File: src/core/pifr_consts.svh
// Purpose: Offsets, field positions and reset values of the flag block
// Assumes: 32-bit Avalon-MM data, byte addresses, one word per register
// Notes: Included by the package and by the top module
`ifndef PIFR_CONSTS_SVH
`define PIFR_CONSTS_SVH

// Byte offsets on the register bus
`define PIFR_OFF_REQ3 5'h00
`define PIFR_OFF_REQ4 5'h04
`define PIFR_OFF_ENABLE 5'h08
`define PIFR_OFF_CLEAR 5'h0c
`define PIFR_OFF_CELL_CFG 5'h10
`define PIFR_OFF_CCP_MODE 5'h14

// Bit positions in request register 3
`define PIFR_B3_TIMER3_OVF 4
`define PIFR_REQ3_IMPL_MASK 8'h1f

// Bit positions in request register 4
`define PIFR_B4_WAVEGEN2 7
`define PIFR_B4_WAVEGEN1 6
`define PIFR_B4_TIMER5_GATE 5
`define PIFR_B4_TIMER5_OVF 4
`define PIFR_B4_CAPCOMP3 2
`define PIFR_B4_CAPCOMP2 1
`define PIFR_B4_CAPCOMP1 0

// Reset values
`define PIFR_RST_REQ 8'h00
`define PIFR_RST_ENABLE 16'h0000
`define PIFR_RST_CELL_CFG 8'h0f
`define PIFR_RST_CCP_MODE 8'h00

// Number of synchronised event lines
`define PIFR_NUM_EVENTS 21

`endif

File: src/core/pifr_pkg.sv
// Purpose: Types shared by the flag block
// Assumes: Constants come from pifr_consts.svh
// Notes: Holds the mode enum and the state records
package pifr_pkg;
  `include "pifr_consts.svh"

  // Per-unit capture/compare/PWM mode, two bits per unit
  typedef enum logic [1:0] {
    PIFR_MODE_OFF = 2'h0,
    PIFR_MODE_CAPTURE = 2'h1,
    PIFR_MODE_COMPARE = 2'h3,
    PIFR_MODE_PWM = 2'h2
  } pifr_mode_t;

  // Edge detector state
  typedef struct packed {
    logic [`PIFR_NUM_EVENTS-1:0] meta;
    logic [`PIFR_NUM_EVENTS-1:0] sync;
    logic [`PIFR_NUM_EVENTS-1:0] last;
  } pifr_edge_state_t;

  // Register file and bus state
  typedef struct packed {
    logic waitrequest;
    logic [31:0] readdata;
    logic [7:0] req3;
    logic [7:0] req4;
    logic [15:0] enable;
    logic [7:0] cell_cfg;
    logic [7:0] ccp_mode;
    logic irq;
  } pifr_state_t;
endpackage

File: src/core/pifr_edge_sync.sv
// Purpose: Two-stage synchroniser with rise and fall pulses per line
// Assumes: Inputs are asynchronous levels from other logic or pins
// Notes: Pulses last one clock; the first stage feeds only the second
`timescale 1ns/1ps
module pifr_edge_sync #(
  parameter int WIDTH = 21
) (
  input wire logic clk,
  input wire logic rstn,
  input wire logic [WIDTH-1:0] level_in,
  output logic [WIDTH-1:0] rise,
  output logic [WIDTH-1:0] fall
);
  import pifr_pkg::*;

  logic [WIDTH-1:0] meta_reg;
  logic [WIDTH-1:0] sync_reg;
  logic [WIDTH-1:0] last_reg;
  logic [3*WIDTH-1:0] st_reg;
  logic [3*WIDTH-1:0] st_next;

  // Stage order: meta, sync, last
  always_comb begin
    st_next = {level_in, st_reg[3*WIDTH-1:2*WIDTH], st_reg[2*WIDTH-1:WIDTH]};
  end

  // Reset clears every stage so no pulse appears at release
  always_ff @(posedge clk) begin
    if (!rstn) begin
      st_reg <= '0;
    end else begin
      st_reg <= st_next;
    end
  end

  assign meta_reg = st_reg[3*WIDTH-1:2*WIDTH];
  assign sync_reg = st_reg[2*WIDTH-1:WIDTH];
  assign last_reg = st_reg[WIDTH-1:0];

  // Edges from the second and third stages only
  assign rise = sync_reg & ~last_reg;
  assign fall = ~sync_reg & last_reg;
endmodule

File: src/core/pifr_flag_regs.sv
// Purpose: Peripheral interrupt request flag registers 3 and 4
// Assumes: Event inputs are levels, possibly from another clock domain
// Notes: Avalon-MM slave, one wait state per transfer
//
// Decided for this implementation: the address map and the Avalon-MM interface to the registers.
`timescale 1ns/1ps
`include "pifr_consts.svh"
module pifr_flag_regs (
  input wire logic clk,
  input wire logic rstn,
  input wire logic [4:0] avs_address,
  input wire logic avs_read,
  input wire logic avs_write,
  input wire logic [31:0] avs_writedata,
  input wire logic [3:0] avs_byteenable,
  output logic [31:0] avs_readdata,
  output logic avs_waitrequest,
  input wire logic timer3_overflow,
  input wire logic [3:0] logic_cell_output,
  input wire logic [1:0] wavegen_shutdown,
  input wire logic timer5_gate_event,
  input wire logic timer5_overflow,
  input wire logic [3:0] capcomp_capture,
  input wire logic [3:0] capcomp_match,
  input wire logic [3:0] capcomp_pwm_output,
  output logic irq
);
  import pifr_pkg::*;

  pifr_state_t st_reg;
  pifr_state_t st_next;
  logic [`PIFR_NUM_EVENTS-1:0] ev_level;
  logic [`PIFR_NUM_EVENTS-1:0] ev_rise;
  logic [`PIFR_NUM_EVENTS-1:0] ev_fall;
  logic [7:0] set3;
  logic [7:0] set4;
  logic bus_req;
  logic bus_done;
  logic wr_done;

  // Address match on an aligned word
  function automatic logic hit(input logic [4:0] addr, input logic [4:0] off);
    hit = (addr[4:2] == off[4:2]);
  endfunction

  // Set pulse of one capture/compare/PWM unit for its mode
  function automatic logic ccp_set(input pifr_mode_t mode, input logic cap,
                                   input logic mat, input logic pwm_fall);
    case (mode)
      PIFR_MODE_CAPTURE: ccp_set = cap;
      PIFR_MODE_COMPARE: ccp_set = mat;
      PIFR_MODE_PWM: ccp_set = pwm_fall;
      default: ccp_set = 1'b0;
    endcase
  endfunction

  // Event lines: 0 timer3, 4:1 cells, 6:5 gens, 7 gate, 8 t5, then units
  assign ev_level = {capcomp_pwm_output, capcomp_match, capcomp_capture,
                     timer5_overflow, timer5_gate_event, wavegen_shutdown,
                     logic_cell_output, timer3_overflow};

  // Every source is synchronised and reduced to one-clock pulses
  pifr_edge_sync #(
    .WIDTH(`PIFR_NUM_EVENTS)
  ) u_edge (
    .clk(clk),
    .rstn(rstn),
    .level_in(ev_level),
    .rise(ev_rise),
    .fall(ev_fall)
  );

  // A transfer completes on the edge where waitrequest is sampled low
  assign bus_req = avs_read | avs_write;
  assign bus_done = bus_req & ~st_reg.waitrequest;
  assign wr_done = avs_write & ~st_reg.waitrequest;

  // Set pulses, gated by cell conditions and unit modes but not by the enable register, so flags record events while masked
  always_comb begin
    set3 = 8'h00;
    set4 = 8'h00;
    set3[`PIFR_B3_TIMER3_OVF] = ev_rise[0];
    for (int i = 0; i < 4; i++) begin
      // Condition per cell: bit i enables rising, bit i+4 enables falling
      set3[i] = (ev_rise[1+i] & st_reg.cell_cfg[i]) |
                (ev_fall[1+i] & st_reg.cell_cfg[4+i]);
    end
    set4[`PIFR_B4_WAVEGEN2] = ev_rise[6];
    set4[`PIFR_B4_WAVEGEN1] = ev_rise[5];
    set4[`PIFR_B4_TIMER5_GATE] = ev_rise[7];
    set4[`PIFR_B4_TIMER5_OVF] = ev_rise[8];
    for (int u = 0; u < 4; u++) begin
      // Bit u holds unit u+1, so unit 3 lands on bit 2
      set4[u] = ccp_set(pifr_mode_t'(st_reg.ccp_mode[2*u +: 2]), ev_rise[9+u],
                        ev_rise[13+u], ev_fall[17+u]);
    end
  end

  // Next state of the bus slave and of every register
  always_comb begin
    st_next = st_reg;
    // One wait state, then waitrequest drops for exactly one edge
    st_next.waitrequest = ~(bus_req & st_reg.waitrequest);
    if (avs_read & st_reg.waitrequest) begin
      st_next.readdata = 32'h0000_0000;
      if (hit(avs_address, `PIFR_OFF_REQ3)) begin
        st_next.readdata[7:0] = st_reg.req3 & `PIFR_REQ3_IMPL_MASK;
      end else if (hit(avs_address, `PIFR_OFF_REQ4)) begin
        st_next.readdata[7:0] = st_reg.req4;
      end else if (hit(avs_address, `PIFR_OFF_ENABLE)) begin
        st_next.readdata[15:0] = st_reg.enable;
      end else if (hit(avs_address, `PIFR_OFF_CELL_CFG)) begin
        st_next.readdata[7:0] = st_reg.cell_cfg;
      end else if (hit(avs_address, `PIFR_OFF_CCP_MODE)) begin
        st_next.readdata[7:0] = st_reg.ccp_mode;
      end
    end
    // Software writes take effect only on the completing edge
    if (wr_done) begin
      if (avs_byteenable[0]) begin
        if (hit(avs_address, `PIFR_OFF_REQ3)) begin
          st_next.req3 = avs_writedata[7:0] & `PIFR_REQ3_IMPL_MASK;
        end
        if (hit(avs_address, `PIFR_OFF_REQ4)) begin
          st_next.req4 = avs_writedata[7:0];
        end
        if (hit(avs_address, `PIFR_OFF_ENABLE)) begin
          st_next.enable[7:0] = avs_writedata[7:0];
        end
        if (hit(avs_address, `PIFR_OFF_CLEAR)) begin
          st_next.req3 = st_reg.req3 & ~avs_writedata[7:0];
        end
        if (hit(avs_address, `PIFR_OFF_CELL_CFG)) begin
          st_next.cell_cfg = avs_writedata[7:0];
        end
        if (hit(avs_address, `PIFR_OFF_CCP_MODE)) begin
          st_next.ccp_mode = avs_writedata[7:0];
        end
      end
      if (avs_byteenable[1]) begin
        if (hit(avs_address, `PIFR_OFF_ENABLE)) begin
          st_next.enable[15:8] = avs_writedata[15:8];
        end
        if (hit(avs_address, `PIFR_OFF_CLEAR)) begin
          st_next.req4 = st_reg.req4 & ~avs_writedata[15:8];
        end
      end
    end
    // Hardware set is applied last so it wins over any write or clear
    st_next.req3 = (st_next.req3 | set3) & `PIFR_REQ3_IMPL_MASK;
    st_next.req4 = st_next.req4 | set4;
    // Level interrupt from enabled flags, registered with the flags
    st_next.irq = |({st_next.req4, st_next.req3} & st_next.enable);
  end

  // Synchronous reset puts every flag at zero
  always_ff @(posedge clk) begin
    if (!rstn) begin
      st_reg.waitrequest <= 1'b1;
      st_reg.readdata <= 32'h0000_0000;
      st_reg.req3 <= `PIFR_RST_REQ;
      st_reg.req4 <= `PIFR_RST_REQ;
      st_reg.enable <= `PIFR_RST_ENABLE;
      st_reg.cell_cfg <= `PIFR_RST_CELL_CFG;
      st_reg.ccp_mode <= `PIFR_RST_CCP_MODE;
      st_reg.irq <= 1'b0;
    end else begin
      st_reg <= st_next;
    end
  end

  // Outputs straight from flip-flops
  assign avs_readdata = st_reg.readdata;
  assign avs_waitrequest = st_reg.waitrequest;
  assign irq = st_reg.irq;

  // Software clear of a timer 3 flag through either path
  logic t3_clr;
  assign t3_clr = wr_done & avs_byteenable[0] &
                  (hit(avs_address, `PIFR_OFF_REQ3) | hit(avs_address, `PIFR_OFF_CLEAR));
endmodule

File: config.mk
export PLATFORM = sky130hd
export DESIGN_NAME = pifr_flag_regs
export DESIGN_NICKNAME = d
export VERILOG_FILES = /design/src/core/pifr_pkg.sv /design/src/core/pifr_edge_sync.sv /design/src/core/pifr_flag_regs.sv
export VERILOG_INCLUDE_DIRS = /design/src /design/src/core
export SDC_FILE = /design/constraint.sdc
export NUM_CORES = 1
export LEC_CHECK = 0
export ABC_AREA = 1
export BUFFER_PORTS_ARGS = -buffer_cell sky130_fd_sc_hd__buf_2
export CAP_MARGIN = 30
export CORE_ASPECT_RATIO = 2
export CORE_MARGIN = 2
export CORE_UTILIZATION = 25
export DETAILED_ROUTE_END_ITERATION = 8
export HOLD_SLACK_MARGIN = 0.15
export MAX_ROUTING_LAYER = met4
export PLACE_DENSITY = 0.42
export SLEW_MARGIN = 20
export SYNTH_ARGS = -nofsm -noshare
export SYNTH_HDL_FRONTEND = slang
export SYNTH_HIERARCHICAL = 1
export SYNTH_SLANG_ARGS = --single-unit
File: constraint.sdc
create_clock -name clk -period 1.6 [get_ports clk]
set_input_delay 0.08 -clock clk [delete_from_list [all_inputs] [get_ports clk]]
set_output_delay 0.08 -clock clk [all_outputs]
set_load 0.05 [all_outputs]
==> out/qor.csv, run 1 <==
metric,value,unit
status,"finished, final reports clean",
DRT Wirelength,14600,um
Post-Place Cells,1065,
f_max,629,MHz
max-cap viol count,0,
Power Dens Cells,1140,nW/um2
fraction of final layout cells sized beyond drive strength 1,20.0,%
clk slew on worst S/H paths,0.06,ns
number of global-route vias before repair,4366,
crit-path max FO,6,
HP Class,in2reg,
Max Slew Vio Count,0,
R2R cell count,12,
Avg Inst Size Synth,7.31,um2
core area,21000,um2
first-pass GRT wire length,22700,um
post-DR wirelength/cell,12.7,um
nets,935,
Final min period,1.59,ns
gpl congestion,0.804,
HPWL Detailed,10600,um
Finished Layout Cells,1151,
most frequent cells in the layout,"168 x nand2_1, 166 x inv_1, 125 x dfxtp_1",
Die ar.,22700,um2
die width,108,um
hold path cells,4,
GRT Total Usage,13.9,%
Detail Route Antenna Nets,0,
setup ws final,0.00936,ns
Crit Path Class,reg2reg,
multi-input combinational cell area,1920,um2
Detailed Route Iter0 Violations,148,
"most used cell, CP",nand2_1,
clock skew,0.00647,ns
global route overflow,0,
CTS Buffer Depth,2,
Synth Cell Area,5370,um2
Worst setup EP type,flip-flop,
Die Height,211,um
Placed Area,6020,um2
post-DR vias/cell,3.99,
leakage power,3.73,nW
Row Count,75,
pre-CTS setup slack,-0.217,ns
initial antenna violation count,0,
"slowest stage delay, CP",0.36,ns
area delta synth->final,34.7,%
endpoints failing setup,0,
CP cell instances,"inv_2, nand3_4, buf_6, nor2_4, nand2_1, o21a_1, nand2_1, nand3_1, nor2_1, nand3_1, nand2_1, inv_1",
PortBufs,63,
largest net degree at the start of global routing,78,
Remaining DRCs,0,
# diodes,0,
WP data required,1.93,ns
clk root buf,clkbuf_16,
Largest register FFs,63,
final period utilization,99.4,%
"most common cell after layout, fill and taps aside",nand2_1,
setup TNS,0,ns
Initial Util,25.5,%
CTS tree,yes,
Hold Slack,0.175,ns
"Hold Vio Cnt, Final",0,
H-Tree Depth,4,
CTS buffer count,17,
I/O Pins,100,
peak supply drop,0.000648,V
fin area,7230,um2
unrepaired setup endpoints after global routing,true,
Mapped Cells,734,
TritonRoute pass-1 iters,4,
Critical-path top delay cell,dfxtp_4,
Skew-Pair Late Insertion Delay,0.43,ns
vias after detailed routing,4598,
register area,2530,um2
total power,8.26,mW
"Data arrival, critical path",1.92,ns
crit start category,flip-flop,
# fillers,2325,
Synth Warn #,6,
CTS Sinks,126,
utilization of the core after routing,34.4,%
==> power breakdown <==
group	leakage [nW]	internal (mW)	switching, mW	total (mW)
registers	1.03	3.25	0.0439	3.29
logic	2.39	0.288	0.510	0.799
clock network	0.307	2.63	1.53	4.16
total	3.73	6.17	2.08	8.26
==> what timing repair did <==
action / in CTS / in global routing
gates resized for setup: 6 / 12
hold endpoints to repair: 75 / 0
endpoints found under the setup margin: 1 / 1
buffers inserted: 7 / 2
hold buffers: 43 / 0
cloned: 1 / 1
pin swaps: 5 / 11
==> worst paths after layout <==
kind	from	to	slack (ns)
max	avs_waitrequest	irq	0.009
min	avs_byteenable[1]	st_reg[37]	0.17
min reg2reg	u_edge/st_reg[43]	u_edge/st_reg[22]	0.41
max reg2reg	avs_waitrequest	irq	0.009
==> critical path: cells and delay by family, from the launching register on <==
family	cells	cell delay, ns
AND/OR/NAND/NOR	8	0.73
flip-flops	1	0.36
buffers and inverters	3	0.26
AO/OA/AOI/OAI	1	0.14
==> layout make-up <==
cell class	count	area share, %
Clock buffer	17	5.88
Clock inverter	15	2.89
Inverter	172	9.00
Multi-Input combinational cell	398	26.6
Sequential cell	126	34.9
Tap cell	269	4.65
Timing Repair Buffer	154	16.1
==> per-layer routing <==
layer  vias to the layer above  part of all wire [%]  global-route usage (%)
met4                         0                   2.3                    5.97
met3                        23                   3.5                    2.93
met2                        89                    57                    26.4
li1                       2454                     -                       -
met5                         -                     0                       -
met1                      2032                    37                    13.1
(Power assumes the default switching activity.)
==> inputs of run 2 (changes only) <==
--- a/config.mk
+++ b/config.mk
@@ -11,11 +11,11 @@
 export CAP_MARGIN = 30
 export CORE_ASPECT_RATIO = 2
 export CORE_MARGIN = 2
-export CORE_UTILIZATION = 25
+export CORE_UTILIZATION = 26
 export DETAILED_ROUTE_END_ITERATION = 8
+export GPL_TIMING_DRIVEN = 0
 export HOLD_SLACK_MARGIN = 0.15
-export MAX_ROUTING_LAYER = met4
-export PLACE_DENSITY = 0.42
+export PLACE_DENSITY = 0.43
 export SLEW_MARGIN = 20
 export SYNTH_ARGS = -nofsm -noshare
 export SYNTH_HDL_FRONTEND = slang
==> out/qor.csv, run 2 (same netlist as run 1, synthesis figures left out) <==
metric,value,unit,change
r2r startpoint,avs_waitrequest,,
Metal-1 WL,5240,um,-2.9%
peak supply drop,0.000509,V,-21%
hold path cells,5,,+1
"Hold Vio Cnt, Final",0,,unchanged
clock skew,0.0102,ns,+0.00372 ns
TritonRoute pass-1 iters,4,,unchanged
total power,8.09,mW,-2.0%
area delta synth->final,36.1,%,
largest net degree at the start of global routing,17,,-78%
Final min period,1.62,ns,+0.0288 ns
Remaining DRCs,0,,unchanged
I/O Pins,100,,unchanged
R2R Path End,irq,,
Worst Hold End,st_reg[33],,
multi-input combinational cell area,1950,um2,+1.6%
Die ar.,21900,um2,-3.7%
unrepaired setup endpoints after global routing,true,,
Worst setup EP type,flip-flop,,
Row Count,74,,-1.3%
CTS Buffer Depth,2,,unchanged
HP Class,in2reg,,
r2r setup slk,-0.02,ns,-0.03 ns
first-pass GRT wire length,23900,um,+5.4%
H-Tree Depth,4,,unchanged
Detail Route Antenna Nets,0,,unchanged
# diodes,0,,unchanged
metal2 WL,8930,um,+7.0%
most frequent cells in the layout,"166 x inv_1, 164 x nand2_1, 125 x dfxtp_1",,
Die Height,207,um,-1.9%
endpoints failing setup,1,,+1
utilization of the core after routing,35.9,%,+1.5 points
CTS Sinks,126,,unchanged
R2R cell count,12,,unchanged
Hold Slack,0.259,ns,+0.0845 ns
failing checks,setup timing,,
"most common cell after layout, fill and taps aside",inv_1,,
Skew-Pair Late Insertion Delay,0.42,ns,about the same
CTS buffer count,17,,unchanged
nets,947,,+1.3%
max-cap viol count,0,,unchanged
register area,2530,um2,unchanged
post-DR wirelength/cell,13.2,um,+4.6%
gpl congestion,0.847,,+5.4%
die width,106,um,-1.9%
WP data required,1.93,ns,about the same
core area,20400,um2,-3.1%
Largest register FFs,63,,unchanged
DRT Wirelength,15400,um,+5.3%
fraction of final layout cells sized beyond drive strength 1,21.2,%,+1.2 points
Detailed Route Iter0 Violations,144,,-2.7%
GRT Total Usage,14.5,%,+0.65 points
leakage power,3.81,nW,+2.2%
Worst-Margin Slew,0.705,ns,
initial antenna violation count,0,,unchanged
Crit Path Class,reg2reg,,
CTS tree,yes,,
PortBufs,62,,-1.6%
DR top layer,met4,,
clk slew on worst S/H paths,0.06,ns,about the same
Max Slew Vio Count,0,,unchanged
Post-Place Cells,1077,,+1.1%
number of global-route vias before repair,4536,,+3.9%
Initial Util,26.4,%,+0.82 points
min-delay src,avs_address[4],,
"Data arrival, critical path",1.95,ns,+0.03 ns
Slew headroom,53.0,%,
status,"finished, violations left",,
crit-path max FO,7,,+1
met3 wire length,443,um,-12%
setup TNS,-0.0194,ns,-0.0194 ns
f_max,618,MHz,-1.8%
setup ws final,-0.0194,ns,-0.0288 ns
global route overflow,0,,unchanged
HPWL Detailed,11900,um,+12%
clk root buf,clkbuf_16,,
vias after detailed routing,4639,,+0.89%
Setup crit start,avs_waitrequest,,
Finished Layout Cells,1159,,+0.70%
# fillers,2229,,-4.1%
post-DR vias/cell,4.00,,+0.20%
final period utilization,101,%,+1.8 points
Power Dens Cells,1110,nW/um2,-3.0%
crit start category,flip-flop,,
[run 2: cell types whose count changed in the layout (fill, tap and decap cells not counted), moves of 4 or more]
| cell | before | now |
|---|---|---|
| buf_6 | 2 | 9 |
| clkbuf_1 | 0 | 7 |
| buf_2 | 63 | 67 |
| nand2_1 | 168 | 164 |
| nand3_1 | 15 | 11 |
[run 2: where the power goes]
group          switching, mW  internal, mW
clock network           1.50          2.45
logic                  0.532         0.313
registers             0.0466          3.25
[run 2: area by class of cell]
| cell class | instances | share of cell area [%] |
|---|---|---|
| inverters | 172 | 9.01 |
| clock buffers | 18 | 5.87 |
| flip-flops and latches | 126 | 34.6 |
| repair buffers | 113 | 11.4 |
| multi-input cells | 396 | 26.7 |
| clock inverters | 13 | 2.28 |
| plain buffers | 55 | 5.65 |
| well taps | 266 | 4.56 |
[run 2: metrics by stage]
| step | instance area (um2) | setup slack, ns |
|---|---|---|
| 6_report | 7310 | -0.0194 |
| 5_1_grt | 7310 | -0.0877 |
| 4_1_cts | 7100 | -0.114 |
| 3_5_place_dp | 6070 | -0.277 |
| 3_3_place_gp | 6070 | -0.281 |
| 2_1_floorplan | 5430 | 0.0310 |
[run 2: how the worst max path moves through the flow]
stage               endpoint  slack, ns  cells after the start
floorplan                irq       0.03                     11
global placement         irq      -0.28                     11
detailed placement       irq      -0.28                     11
CTS                      irq      -0.11                     13
global route             irq      -0.09                     11
finish                   irq      -0.02                     12
[run 2: routing by layer]
layer	global-route usage, %	up-vias
li1	-	2472
met1	12.5	2028
met2	29.8	106
met3	2.20	33
met4	8.80	0
met5	0	-
[run 2: critical path, cell delays in order (launching register included)]
cell and delay (ns):
dfxtp_4 0.37, inv_4 0.06, nand3_4 0.15, inv_8 0.15
nand3_1 0.08, nand2_1 0.07, nand2_1 0.09, nand2_1 0.10
nand3_2 0.10, nor2_4 0.17, nand3_2 0.08, nand2_1 0.07
inv_1 0.03
[run 2: repair_timing]
action                                  4_1_cts  5_1_grt
setup buffers                                 1        8
gates cloned                                  0        1
hold buffers                                 41        0
gates resized for setup                       5       30
endpoints found under the setup margin       16        6
pin swaps                                     1       18
hold endpoints to repair                     74        0
==> inputs of run 3 (changes only) <==
--- a/config.mk
+++ b/config.mk
@@ -16,6 +16,7 @@
 export GPL_TIMING_DRIVEN = 0
 export HOLD_SLACK_MARGIN = 0.15
 export PLACE_DENSITY = 0.43
+export RECOVER_POWER = 50
 export SLEW_MARGIN = 20
 export SYNTH_ARGS = -nofsm -noshare
 export SYNTH_HDL_FRONTEND = slang
==> out/qor.csv, run 3 (same netlist as run 1, synthesis figures left out) <==
metric,value,unit,change
status,"finished, violations left",,
failing checks,setup timing,,
die width,106,um,unchanged
Row Count,74,,unchanged
global route overflow,0,,unchanged
Die Height,207,um,unchanged
Skew-Pair Late Insertion Delay,0.43,ns,about the same
setup TNS,-0.0174,ns,+0.00201 ns
HPWL Detailed,11900,um,unchanged
Largest register FFs,63,,unchanged
number of global-route vias before repair,4536,,unchanged
Power Internal,6.00,mW,-0.21%
I/O Pins,100,,unchanged
clock skew,0.0105,ns,+0.000350 ns
CTS Sinks,126,,unchanged
Flop pwr share,40.8,%,about the same
first-pass GRT wire length,23900,um,unchanged
gpl congestion,0.847,,unchanged
Worst-Margin Slew,0.706,ns,+0.00120 ns
clk slew on worst S/H paths,0.06,ns,about the same
Power Dens Cells,1110,nW/um2,+0.60%
Finished Layout Cells,1159,,unchanged
setup ws final,-0.0174,ns,+0.00201 ns
"most common cell after layout, fill and taps aside",inv_1,,
PortBufs,62,,unchanged
crit-path max FO,7,,unchanged
Remaining DRCs,0,,unchanged
WP data required,1.93,ns,about the same
fin area,7260,um2,-0.60%
DRT Wirelength,15400,um,+0.38%
CTS buffer count,17,,unchanged
Psw,2.09,mW,+0.61%
unrepaired setup endpoints after global routing,true,,
TritonRoute pass-1 iters,4,,unchanged
area delta synth->final,35.3,%,
Detail Route Antenna Nets,0,,unchanged
initial antenna violation count,0,,unchanged
Die ar.,21900,um2,unchanged
Max Slew Vio Count,0,,unchanged
crit start category,flip-flop,,
GRT Total Usage,14.5,%,unchanged
post-DR wirelength/cell,13.3,um,+0.38%
leakage power,3.78,nW,-0.58%
R2R cell count,12,,unchanged
Final min period,1.62,ns,-0.00201 ns
core area,20400,um2,unchanged
vias after detailed routing,4643,,+0.086%
CTS tree,yes,,
CTS Buffer Depth,2,,unchanged
Worst setup EP type,flip-flop,,
Crit Path Class,reg2reg,,
Post-Place Cells,1077,,unchanged
max-cap viol count,0,,unchanged
# diodes,0,,unchanged
hold path cells,5,,unchanged
Sw Ratio,25.8,%,+0.16 points
Initial Util,26.4,%,unchanged
post-DR vias/cell,4.01,,about the same
HP Class,in2reg,,
Hold Slack,0.254,ns,-0.00573 ns
f_max,618,MHz,+0.12%
fraction of final layout cells sized beyond drive strength 1,20.8,%,-0.34 points
H-Tree Depth,4,,unchanged
clk root buf,clkbuf_16,,
final period utilization,101,%,-0.13 points
Clock Power Share,49.0,%,+0.2 points
endpoints failing setup,1,,unchanged
nets,947,,unchanged
Detailed Route Iter0 Violations,138,,-4.2%
Logic pwr share,10.3,%,about the same
"Data arrival, critical path",1.95,ns,about the same
Placed Area,6070,um2,unchanged
most frequent cells in the layout,"166 x inv_1, 164 x nand2_1, 125 x dfxtp_1",,
utilization of the core after routing,35.7,%,-0.21 points
Slew headroom,52.9,%,-0.080 points
"Hold Vio Cnt, Final",0,,unchanged
largest net degree at the start of global routing,17,,unchanged
peak supply drop,0.000518,V,+1.8%
[run 3: stage by stage]
stage	setup slack (ns)	total power [mW]
after CTS	-0.114	8.18
after detailed placement	-0.277	4.12
after global placement	-0.281	4.12
after floorplan	0.0310	3.89
final	-0.0174	8.09
after global routing	-0.0877	8.40
[run 3: cell type report]
| class | instances | area [um2] |
|---|---|---|
| flip-flops and latches | 126 | 2530 |
| clock inverters | 13 | 166 |
| inverters | 172 | 658 |
| clock buffers | 18 | 429 |
| repair buffers | 113 | 827 |
| well taps | 266 | 333 |
| fillers | 2238 | 13100 |
| multi-input cells | 396 | 1950 |
| plain buffers | 55 | 372 |
[run 3: worst max-delay path: stages (launching register included)]
cell and delay [ns]:
dfxtp_4 0.37, inv_4 0.06, nand3_4 0.15, inv_8 0.15, nand3_1 0.08, nand2_1 0.07, nand2_1 0.09, nand2_1 0.10
nand3_2 0.10, nor2_4 0.17, nand3_2 0.08, nand2_1 0.07, inv_1 0.03
[run 3: power groups by stage]
stage | sequential (mW) | combinational, mW | clock (mW)
floorplan | 3.36 | 0.525 | 0
global placement | 3.36 | 0.755 | 0
detailed placement | 3.37 | 0.754 | 0
CTS | 3.30 | 0.838 | 4.05
global route | 3.31 | 0.908 | 4.18
finish | 3.30 | 0.832 | 3.96
[run 3: path summary, 6_finish.rpt]
check,to,from,slack (ns)
setup / recovery,irq,avs_waitrequest,-0.02
hold reg to reg,u_edge/st_reg[34],u_edge/st_reg[55],0.41
hold / removal,st_reg[33],avs_address[4],0.25
setup reg to reg,irq,avs_waitrequest,-0.02
[run 3: layer usage]
metal / up-vias / global-route usage (%) / share of wire [%]
met5: - / 0 / 0
met4: 0 / 8.80 / 4.9
met3: 35 / 2.20 / 3.0
met2: 105 / 29.8 / 58
met1: 2029 / 12.5 / 34
li1: 2474 / - / -
[run 3: timing repair]
item	4_1_cts	5_1_grt
setup buffers	1	8
endpoints found under the setup margin	16	6
pin swaps	1	18
hold endpoints to repair	74	0
gates resized for setup	5	30
cloned	0	1
hold buffers	41	0
